$ cat src/pkg/synth_ctrl_pkg.sv
/*
  Constants for the system frequency synthesiser control register.
  Assumes a 32-bit control register plus multiplier, divider and unlock addresses over a plain strobe port.
*/
`default_nettype none
package synth_ctrl_pkg;
  localparam logic [3:0]  REG_CONTROL_ADDR   = 4'h0;
  localparam logic [3:0]  REG_MULT_ADDR      = 4'h4;
  localparam logic [3:0]  REG_ODIV_ADDR      = 4'h8;
  localparam logic [3:0]  REG_UNLOCK_ADDR    = 4'hC;
  localparam int          ODIV_LSB           = 24;
  localparam int          MULT_LSB           = 16;
  localparam int          IDIV_LSB           = 8;
  localparam int          ICLK_BIT           = 7;
  localparam int          RANGE_LSB          = 0;
  localparam logic [31:0] IMPL_MASK          = 32'h077F0787;
  localparam logic [2:0]  ODIV_MIN_CODE      = 3'h1;
  localparam logic [2:0]  ODIV_MAX_CODE      = 3'h5;
  localparam logic [2:0]  OSC_SYNTH          = 3'h1;
  localparam logic [31:0] UNLOCK_KEY_FIRST   = 32'hAA996655;
  localparam logic [31:0] UNLOCK_KEY_SECOND  = 32'h556699AA;
endpackage
`default_nettype wire

$ cat src/logic/system_synth_control.sv
/*
  System frequency synthesiser control register with unlock guard
  and divider/multiplier decode. Assumes configuration words are
  stable at power-on and the oscillator select comes from another
  clock domain, so it is synchronised here.
*/
// Chosen here: the address-and-strobe port and the address map.
// Notes on behaviour
// - Output divider codes 1..5 give divide 2..32; 0, 6, 7 reserved.
// - Multiplier factor is the seven-bit code plus one, 1 to 128.
// - Fields load from configuration words at power-on, not constants.
// - Writes need the unlock sequence; locked writes are ignored.
// - Writes are rejected while the synthesiser drives the system clock.
// - Unimplemented bits read zero and ignore writes.
`default_nettype none
module system_synth_control
(
  input  wire logic        i_mclk,
  input  wire logic        i_reset_n,
  input  wire logic [3:0]  i_addr,
  input  wire logic [31:0] i_wdata,
  input  wire logic        i_wr,
  input  wire logic        i_rd,
  output logic      [31:0] o_rdata,
  input  wire logic [31:0] i_device_config_word_two,
  input  wire logic [6:0]  i_config_other_fields,
  input  wire logic [2:0]  i_current_oscillator_select,
  output logic      [2:0]  o_synth_output_divider,
  output logic      [6:0]  o_synth_feedback_multiplier,
  output logic      [2:0]  o_synth_input_divider,
  output logic             o_synth_input_clock_select,
  output logic      [2:0]  o_synth_input_range,
  output logic      [5:0]  o_divide_ratio,
  output logic      [7:0]  o_multiply_factor,
  output logic             o_divider_reserved,
  output logic             o_unlocked,
  output logic             o_write_rejected
);
  typedef enum logic [2:0]
  {
    LOCKED  = 3'b001,
    HALF    = 3'b010,
    OPEN    = 3'b100
  } lock_state_t;

  lock_state_t lock_state;
  lock_state_t next_lock_state;
  logic [31:0] control;
  logic [31:0] next_control;
  logic        loaded;
  logic        next_loaded;
  logic        rejected;
  logic        next_rejected;
  logic [31:0] rdata;
  logic [31:0] next_rdata;
  logic [2:0]  osc_meta;
  logic [2:0]  osc_sync;
  logic        synth_active;
  logic        ctrl_wr;

  // Two-stage synchroniser for the oscillator select
  always_ff @(posedge i_mclk or negedge i_reset_n)
  begin
    if (!i_reset_n)
    begin
      osc_meta <= 3'h0;
      osc_sync <= 3'h0;
    end
    else
    begin
      osc_meta <= i_current_oscillator_select;
      osc_sync <= osc_meta;
    end
  end

  assign synth_active = (osc_sync == synth_ctrl_pkg::OSC_SYNTH);
  assign ctrl_wr = i_wr && (i_addr == synth_ctrl_pkg::REG_CONTROL_ADDR);

  // Unlock: two key words in a row; any other write between them relocks, except a repeated first key, which stays half open
  always_comb
  begin
    next_lock_state = lock_state;
    if (i_wr)
    begin
      if (i_addr == synth_ctrl_pkg::REG_UNLOCK_ADDR)
      begin
        if (i_wdata == synth_ctrl_pkg::UNLOCK_KEY_FIRST)
          next_lock_state = HALF;
        else if (i_wdata == synth_ctrl_pkg::UNLOCK_KEY_SECOND
                 && lock_state == HALF)
          next_lock_state = OPEN;
        else
          next_lock_state = LOCKED;
      end
      else if (lock_state == HALF)
        next_lock_state = LOCKED;
    end
  end

  property p_unlock_seq;
    @(posedge i_mclk) disable iff (!i_reset_n)
    (i_wr && i_addr == synth_ctrl_pkg::REG_UNLOCK_ADDR && lock_state == HALF
     && i_wdata == synth_ctrl_pkg::UNLOCK_KEY_SECOND) |=> lock_state == OPEN;
  endproperty
  a_unlock_seq: assert property (p_unlock_seq)
    else $error("Key pair did not unlock");

  // Any write but a key word to the unlock address after the first key throws the pair away
  property p_relock_other;
    @(posedge i_mclk) disable iff (!i_reset_n)
    (i_wr && lock_state == HALF
     && !(i_addr == synth_ctrl_pkg::REG_UNLOCK_ADDR
          && (i_wdata == synth_ctrl_pkg::UNLOCK_KEY_FIRST
              || i_wdata == synth_ctrl_pkg::UNLOCK_KEY_SECOND)))
    |=> lock_state == LOCKED;
  endproperty
  a_relock_other: assert property (p_relock_other)
    else $error("Broken key pair left lock half open");

  // Strap load happens after reset release, since async reset takes constants
  always_comb
  begin
    next_control  = control;
    next_loaded   = 1'b1;
    next_rejected = rejected;
    if (!loaded)
    begin
      next_control = 32'h0;
      next_control[26:24] =
        i_device_config_word_two[synth_ctrl_pkg::ODIV_LSB +: 3];
      next_control[22:16] =
        i_device_config_word_two[synth_ctrl_pkg::MULT_LSB +: 7];
      next_control[10:8] = i_config_other_fields[6:4];
      next_control[7]    = i_config_other_fields[3];
      next_control[2:0]  = i_config_other_fields[2:0];
    end
    else if (ctrl_wr)
    begin
      if (lock_state == OPEN && !synth_active)
      begin
        next_control = i_wdata & synth_ctrl_pkg::IMPL_MASK;
        next_rejected = 1'b0;
      end
      else
        next_rejected = 1'b1;
    end
  end

  always_comb
  begin
    next_rdata = 32'h0;
    if (i_rd)
    begin
      if (i_addr == synth_ctrl_pkg::REG_CONTROL_ADDR)
        next_rdata = control & synth_ctrl_pkg::IMPL_MASK;
      else if (i_addr == synth_ctrl_pkg::REG_MULT_ADDR)
        next_rdata = {24'h0, o_multiply_factor};
      else if (i_addr == synth_ctrl_pkg::REG_ODIV_ADDR)
        next_rdata = {25'h0, o_divider_reserved, o_divide_ratio};
      else if (i_addr == synth_ctrl_pkg::REG_UNLOCK_ADDR)
        next_rdata = {29'h0, rejected, synth_active, lock_state == OPEN};
      else
        next_rdata = 32'h0;
    end
  end

  property p_readback_zero;
    @(posedge i_mclk) disable iff (!i_reset_n)
    (i_rd && i_addr == synth_ctrl_pkg::REG_CONTROL_ADDR)
    |=> (o_rdata & ~synth_ctrl_pkg::IMPL_MASK) == 32'h0;
  endproperty
  a_readback_zero: assert property (p_readback_zero)
    else $error("Unimplemented bit read back as one");

  property p_readback_match;
    @(posedge i_mclk) disable iff (!i_reset_n)
    (i_rd && i_addr == synth_ctrl_pkg::REG_CONTROL_ADDR)
    |=> o_rdata == $past(control);
  endproperty
  a_readback_match: assert property (p_readback_match)
    else $error("Control read back differs from storage");

  always_ff @(posedge i_mclk or negedge i_reset_n)
  begin
    if (!i_reset_n)
    begin
      lock_state <= LOCKED;
      control    <= 32'h0;
      loaded     <= 1'b0;
      rejected   <= 1'b0;
      rdata      <= 32'h0;
    end
    else
    begin
      lock_state <= next_lock_state;
      control    <= next_control;
      loaded     <= next_loaded;
      rejected   <= next_rejected;
      rdata      <= next_rdata;
    end
  end

  // Decode: ratio 2^code for legal codes, zero when reserved
  always_comb
  begin
    o_divider_reserved = 1'b1;
    o_divide_ratio     = 6'h0;
    if (control[26:24] >= synth_ctrl_pkg::ODIV_MIN_CODE
        && control[26:24] <= synth_ctrl_pkg::ODIV_MAX_CODE)
    begin
      o_divider_reserved = 1'b0;
      o_divide_ratio = 6'(6'h01 << control[26:24]);
    end
  end

  assign o_multiply_factor = {1'b0, control[22:16]} + 8'h01;
  assign o_synth_output_divider      = control[26:24];
  assign o_synth_feedback_multiplier = control[22:16];
  assign o_synth_input_divider       = control[10:8];
  assign o_synth_input_clock_select  = control[7];
  assign o_synth_input_range         = control[2:0];
  assign o_unlocked       = (lock_state == OPEN);
  assign o_write_rejected = rejected;
  assign o_rdata          = rdata;

  property p_locked_write_ignored;
    @(posedge i_mclk) disable iff (!i_reset_n)
    (loaded && ctrl_wr && lock_state != OPEN) |=> $stable(control);
  endproperty
  a_locked_write_ignored: assert property (p_locked_write_ignored)
    else $error("Locked write changed control");

  property p_locked_write_flagged;
    @(posedge i_mclk) disable iff (!i_reset_n)
    (loaded && ctrl_wr && lock_state != OPEN) |=> rejected;
  endproperty
  a_locked_write_flagged: assert property (p_locked_write_flagged)
    else $error("Locked write not flagged");

  property p_busy_write_ignored;
    @(posedge i_mclk) disable iff (!i_reset_n)
    (loaded && ctrl_wr && synth_active) |=> $stable(control);
  endproperty
  a_busy_write_ignored: assert property (p_busy_write_ignored)
    else $error("Write accepted while synth active");

  property p_busy_write_flagged;
    @(posedge i_mclk) disable iff (!i_reset_n)
    (loaded && ctrl_wr && synth_active) |=> rejected;
  endproperty
  a_busy_write_flagged: assert property (p_busy_write_flagged)
    else $error("Write while synth active not flagged");

  property p_open_write_clears;
    @(posedge i_mclk) disable iff (!i_reset_n)
    (loaded && ctrl_wr && lock_state == OPEN && !synth_active) |=> !rejected;
  endproperty
  a_open_write_clears: assert property (p_open_write_clears)
    else $error("Accepted write left reject flag set");

  property p_fields_held;
    @(posedge i_mclk) disable iff (!i_reset_n)
    (loaded && !ctrl_wr) |=> $stable(control);
  endproperty
  a_fields_held: assert property (p_fields_held)
    else $error("Control changed without a write");

  property p_unimpl_zero;
    @(posedge i_mclk) disable iff (!i_reset_n)
    (control & ~synth_ctrl_pkg::IMPL_MASK) == 32'h0;
  endproperty
  a_unimpl_zero: assert property (p_unimpl_zero)
    else $error("Unimplemented bit set");

  property p_open_write;
    @(posedge i_mclk) disable iff (!i_reset_n)
    (loaded && ctrl_wr && lock_state == OPEN && !synth_active)
    |=> control == ($past(i_wdata) & synth_ctrl_pkg::IMPL_MASK);
  endproperty
  a_open_write: assert property (p_open_write)
    else $error("Unlocked write lost");

  property p_mult_factor;
    @(posedge i_mclk) disable iff (!i_reset_n)
    o_multiply_factor == {1'b0, control[22:16]} + 8'h01
    && (control[22:16] != 7'h7F || o_multiply_factor == 8'h80);
  endproperty
  a_mult_factor: assert property (p_mult_factor)
    else $error("Multiply factor wrong");

  property p_div_ratio;
    @(posedge i_mclk) disable iff (!i_reset_n)
    (control[26:24] == 3'h5 |-> o_divide_ratio == 6'h20)
    and (control[26:24] == 3'h1 |-> o_divide_ratio == 6'h02);
  endproperty
  a_div_ratio: assert property (p_div_ratio)
    else $error("Divide ratio wrong");

  property p_div_onehot;
    @(posedge i_mclk) disable iff (!i_reset_n)
    !o_divider_reserved |-> $onehot(o_divide_ratio) && !o_divide_ratio[0];
  endproperty
  a_div_onehot: assert property (p_div_onehot)
    else $error("Legal divider code gave no power of two");

  property p_div_reserved;
    @(posedge i_mclk) disable iff (!i_reset_n)
    (control[26:24] == 3'h0 || control[26:24] > 3'h5)
    |-> o_divider_reserved;
  endproperty
  a_div_reserved: assert property (p_div_reserved)
    else $error("Reserved code not flagged");

  property p_strap_load;
    @(posedge i_mclk) disable iff (!i_reset_n)
    !loaded |=> control[26:24] == $past(i_device_config_word_two[26:24])
    && control[22:16] == $past(i_device_config_word_two[22:16])
    && control[10:8] == $past(i_config_other_fields[6:4]);
  endproperty
  a_strap_load: assert property (p_strap_load)
    else $error("Power-on load wrong");
endmodule
`default_nettype wire

$ cat config.mk
export PLATFORM = sky130hd
export DESIGN_NAME = system_synth_control
export DESIGN_NICKNAME = d
export VERILOG_FILES = /design/src/pkg/synth_ctrl_pkg.sv /design/src/logic/system_synth_control.sv
export SDC_FILE = /design/constraint.sdc
export NUM_CORES = 1
export LEC_CHECK = 0
export BUFFER_PORTS_ARGS = -buffer_cell sky130_fd_sc_hd__buf_2
export CAP_MARGIN = 20
export CORE_MARGIN = 2
export CORE_UTILIZATION = 47
export DETAILED_ROUTE_END_ITERATION = 10
export GPL_ROUTABILITY_DRIVEN = 0
export PLACE_DENSITY = 0.86
export SLEW_MARGIN = 25
export SYNTH_ARGS = -nofsm -noshare
export SYNTH_HDL_FRONTEND = slang
export SYNTH_SLANG_ARGS = --single-unit
$ cat constraint.sdc
create_clock -name i_mclk -period 3.1 [get_ports i_mclk]
set_input_delay 0.155 -clock i_mclk [delete_from_list [all_inputs] [get_ports i_mclk]]
set_output_delay 0.155 -clock i_mclk [all_outputs]
set_load 0.01 [all_outputs]
# Word-level counts from Yosys, hierarchy flattened
# Cells that the tools add are included.
[word_totals]
regBits = 70
inputBits = 82
out_inout_bits = 66
elab_cells = 46
[classes]
reduce_logical = 10
n_mux = 15
shift = 1
eq_ne = 10
magnitude_cmp = 2
add_sub_neg = 1
[ops]
columns = ["op", "count"]
rows = [
  ["27-bit two-way mux", 5],
  ["32-bit by 31-bit equality test with 1-bit output, second input constant", 1],
  ["32-bit equality test, second input constant", 1],
  ["3-bit two-way mux", 5],
  ["7-bit by 1-bit adder with 8-bit output, second input constant", 1],
  ["4-bit equality test, second input constant", 2],
  ["8-bit two-way mux", 1],
  ["7-bit two-way mux", 1],
  ["6-bit two-way mux", 1],
  ["2-bit AND reduction", 3],
  ["1-bit by 3-bit << shifter with 6-bit output, first input constant", 1],
  ["4-bit by 3-bit equality test with 1-bit output, second input constant", 1],
  ["1-bit logical AND", 4],
  ["4-bit logical NOT", 1],
  ["2-bit by 1-bit inequality test with 1-bit output, second input constant", 2],
  ["3-bit by 1-bit equality test with 1-bit output, second input constant", 1],
  ["3-bit by 2-bit equality test with 1-bit output, second input constant", 1],
  ["3-bit equality test, second input constant", 1],
  ["3-bit by 1-bit greater-or-equal comparator with 1-bit output, second input constant", 1],
  ["3-bit less-or-equal comparator, second input constant", 1],
  ["1-bit two-way mux", 2],
  ["2-bit nonzero test", 1],
  ["1-bit logical NOT", 1],
]

# Logic depth before layout (Yosys ltp)
[depth]
ltp_word = 7
depth_mapped = 6
ltp_nobuf = 5

# Least setup slack after synthesis
# OpenSTA, ideal clock, no wires.
[synth_timing]
kind = "register to register"
start = "reg control[16]"
end = "reg rdata[2], in the netlist o_rdata[2]"
n_path_buf = 0
synth_period_minus_slack_ps = 1588
t_arrival_ps = 1470
required_time_ps = 2981
setup_slack_ps = 1512
setup_time_ps = 119
path_stages_with_launch = 5
path_cell_list = "dfrtp_1 -> ha_1 -> xor2_1 -> mux4_2 -> nor2b_1"
[synth_between]
elab_chain_len = 4
[synth_rtl]
columns = ["item", "line", "rtl"]
rows = [
  ["start: declaration", "system_synth_control.sv:48", "logic [31:0] control;"],
  ["start signal: assignment", "system_synth_control.sv:196", "control <= next_control;"],
  ["7-bit by 1-bit adder with 8-bit output", "system_synth_control.sv:216", "assign o_multiply_factor = {1'b0, control[22:16]} + 8'h01;"],
  ["named net o_multiply_factor[2]", "system_synth_control.sv:34", "output logic [7:0] o_multiply_factor,"],
  ["8-bit two-way mux", "system_synth_control.sv:156", "else if (i_addr == synth_ctrl_pkg::REG_MULT_ADDR)"],
  ["27-bit two-way mux", "system_synth_control.sv:154", "if (i_addr == synth_ctrl_pkg::REG_CONTROL_ADDR)"],
  ["27-bit two-way mux", "system_synth_control.sv:152", "if (i_rd)"],
  ["named net next_rdata[2]", "system_synth_control.sv:55", "logic [31:0] next_rdata;"],
  ["end signal: assignment", "system_synth_control.sv:199", "rdata <= next_rdata;"],
  ["end: declaration", "system_synth_control.sv:54", "logic [31:0] rdata;"],
]
# The timed path passes the listed nets, and every way through them passes these cells.
# A chain may end at the register's enable or synchronous reset.

# Final worst setup path
[layout_timing]
start = "reg control[16]"
end = "out o_multiply_factor[6]"
[layout_between]
elab_chain_len = 1
[layout_rtl]
columns = ["item", "line"]
rows = [
  ["7-bit by 1-bit adder with 8-bit output", "system_synth_control.sv:216"],
  ["end: declaration", "system_synth_control.sv:34"],
]
# Every way passes these cells.

==> flow_summary.json <==
{
  "status": "completed",
  "crit_required_ns": 2.94,
  "hp-class": "in2reg",
  "yosys-top-cells-area": "dfrtp_1, mux2i_1, buf_4, nand2_1, and2_1",
  "grtUsageMet2": 0.3526,
  "ys_seq_area_frac": 0.4903,
  "synth_top_area_frac": 0.4798,
  "timing.final.crit_share": 0.6155,
  "dp_hpwl_um": 4772,
  "die-area_um2": 5927,
  "startpoint_type": "flop",
  "dp.cells": 409,
  "pin_count": 148,
  "fin_util": 0.6181,
  "drt_iter0_markers": 130,
  "p_leak_nw": 1.654,
  "cts_num_sinks": 49,
  "tns_ns": 0,
  "cts_root_buf": "clkbuf_8",
  "gr-max-usage-layer": "met2",
  "overflow": 0,
  "vias": 2169,
  "end_kind": "output port",
  "clock_path_buffers": 2,
  "drive_above_1_share": 0.3732,
  "timing.final.max_slew_violations": 0,
  "worstSetupPathType": "reg2out",
  "clk_pin_slew_ns": 0.08,
  "grt_start_max_net_pins": 50,
  "postCtsHoldBufs": 3,
  "avgViaCountPerCell": 5.152,
  "critPathMaxFanout": 7,
  "nNetsFinal": 433,
  "drt-total-wl_um": 6118,
  "die_w_um": 76.99,
  "numCtsBuffers": 5,
  "yosysTopAreaCell": "dfrtp_1",
  "ys_types": 46,
  "setup_viol": 0,
  "ys_ff_latch": 49,
  "max_freq_mhz": 524.1,
  "final_cells": 421,
  "met1_usage": 0.2874,
  "rsz0062_at_grt": "no",
  "hold_viol": 0,
  "register_area_um2": 1227,
  "fin_skew_ns": 0.006769,
  "synth_edf_count": 0,
  "io_buffers": 113,
  "nFillCells": 459,
  "ys.flop_type": "dfrtp_1",
  "worst_slew_pin_slew_ns": 0.8592,
  "syn_to_final_growth_pct": 26.89,
  "synth.most_common_cell": "dfrtp_1",
  "dr.pass1.iters": 4,
  "ys_warn_count": 0,
  "ant_nets": 0,
  "rows": 26,
  "antenna_found_initial": 0,
  "grt_pass1_vias": 2077,
  "maxCapViolations": 0,
  "synthTopCellsByCount": "dfrtp_1, nand2_1, mux2i_1, buf_4",
  "antenna_cells": 0,
  "wl_per_cell_um": 14.53,
  "initial_utilization": 0.4871,
  "track_usage": 0.2135,
  "htreeDepth": 2,
  "multi_input_comb_area_um2": 1144,
  "core_area_um2": 5140,
  "synth_area_per_cell_um2": 10.61,
  "synthArstFlopShare": 1.000,
  "cts_tree": "done",
  "post-cts-setup-buffers": 0,
  "syn_inst": 236,
  "met3_usage": 0.04235,
  "post-route-min-period_ns": 1.908,
  "clk_latency_ns": 0.30,
  "grt_pass1_wl_um": 9991,
  "cts-resized-gates": 0,
  "total_power_mw": 1.348,
  "irDropWorstVdd_v": 0.0001776,
  "crit_arrival_ns": 1.75,
  "route.detailed.drc": 0,
  "synthesis.area_um2": 2504,
  "die_y_um": 76.99,
  "p_per_area_nw_per_um2": 424.4,
  "slew_headroom": 0.4253
}
[metrics by stage]
stage / area, um2 / worst slack, ns / hold slack [ns]
floorplan: 2545 / 1.512 / -0.1406
detailed placement: 3047 / 1.202 / 0.2655
finish: 3177 / 1.192 / 0.1133
global route: 3177 / 1.042 / 0.1114
CTS: 3164 / 1.189 / 0.07823
global placement: 3047 / 1.231 / 0.2640
[critical path: stages, from the launching register on]
cell,delay [ns]
dfrtp_1,0.50
ha_1,0.26
nand2_1,0.08
o21a_1,0.18
or2_2,0.29
buf_2,0.14
[state kept, by name (all words and copies together) (netlist names)]
signal	count
loaded	1
control	17
o_rdata	21
o_write_rejected	1
osc_sync	3
lock_state	3
osc_meta	3
[kinds of logic after synthesis]
logic type	count (synthesis)	share of synthesized area
xor+xnor	3	0.01050
other cells	2	0.003000
compound gates	38	0.09645
buf+inv	26	0.06946
flops	49	0.4903
fa+ha+maj	1	0.004997
simple gates	99	0.2484
mux	18	0.07696
[worst paths after layout]
check                            start                   end  slack, ns  cells past startpoint
max                        control[16]  o_multiply_factor[6]       1.19                      5
min                               i_rd            o_rdata[0]       0.11                      2
max reg2reg                osc_sync[1]            control[0]       1.21                      3
min reg2reg                osc_meta[0]           osc_sync[0]       0.35                      0
max in group asynchronous    i_reset_n           osc_sync[0]       2.30                      2
min in group asynchronous    i_reset_n           control[10]       0.40                      2
[final cells by class]
cell class,count,share of cell area
tap,70,0.02757
sequential,49,0.3864
clock buffer,6,0.02284
timing repair buffer,118,0.1938
multi-input combinational,172,0.3600
inverter,4,0.004726
clock inverter,2,0.004726
[metal layers]
metal  up-vias  routed length, um
met5         -                  0
met4         0                 71
met3         8                420
met2        99               2956
met1      1016               2670
li1       1046                  -
[placed cells by master (no fill, tap or decap), drive strengths merged, types with 4 or more instances in the layout]
master         n
dlygate4sd3    4
nand2         24
nand3          5
buf          114
nor4           4
and2          13
dfrtp         48
nor4bb         6
nor3           8
conb          13
nor2           7
o21ai         21
nor4b          5
inv            4
nand4          4
clkbuf         6
a21oi          5
mux2i         17
nor3b          4
nor2b          4
[where the power goes]
part,switching [mW],internal (mW)
sequential,0.0415,0.673
combinational,0.149,0.121
clock,0.205,0.159
(Power assumes the default switching activity.)
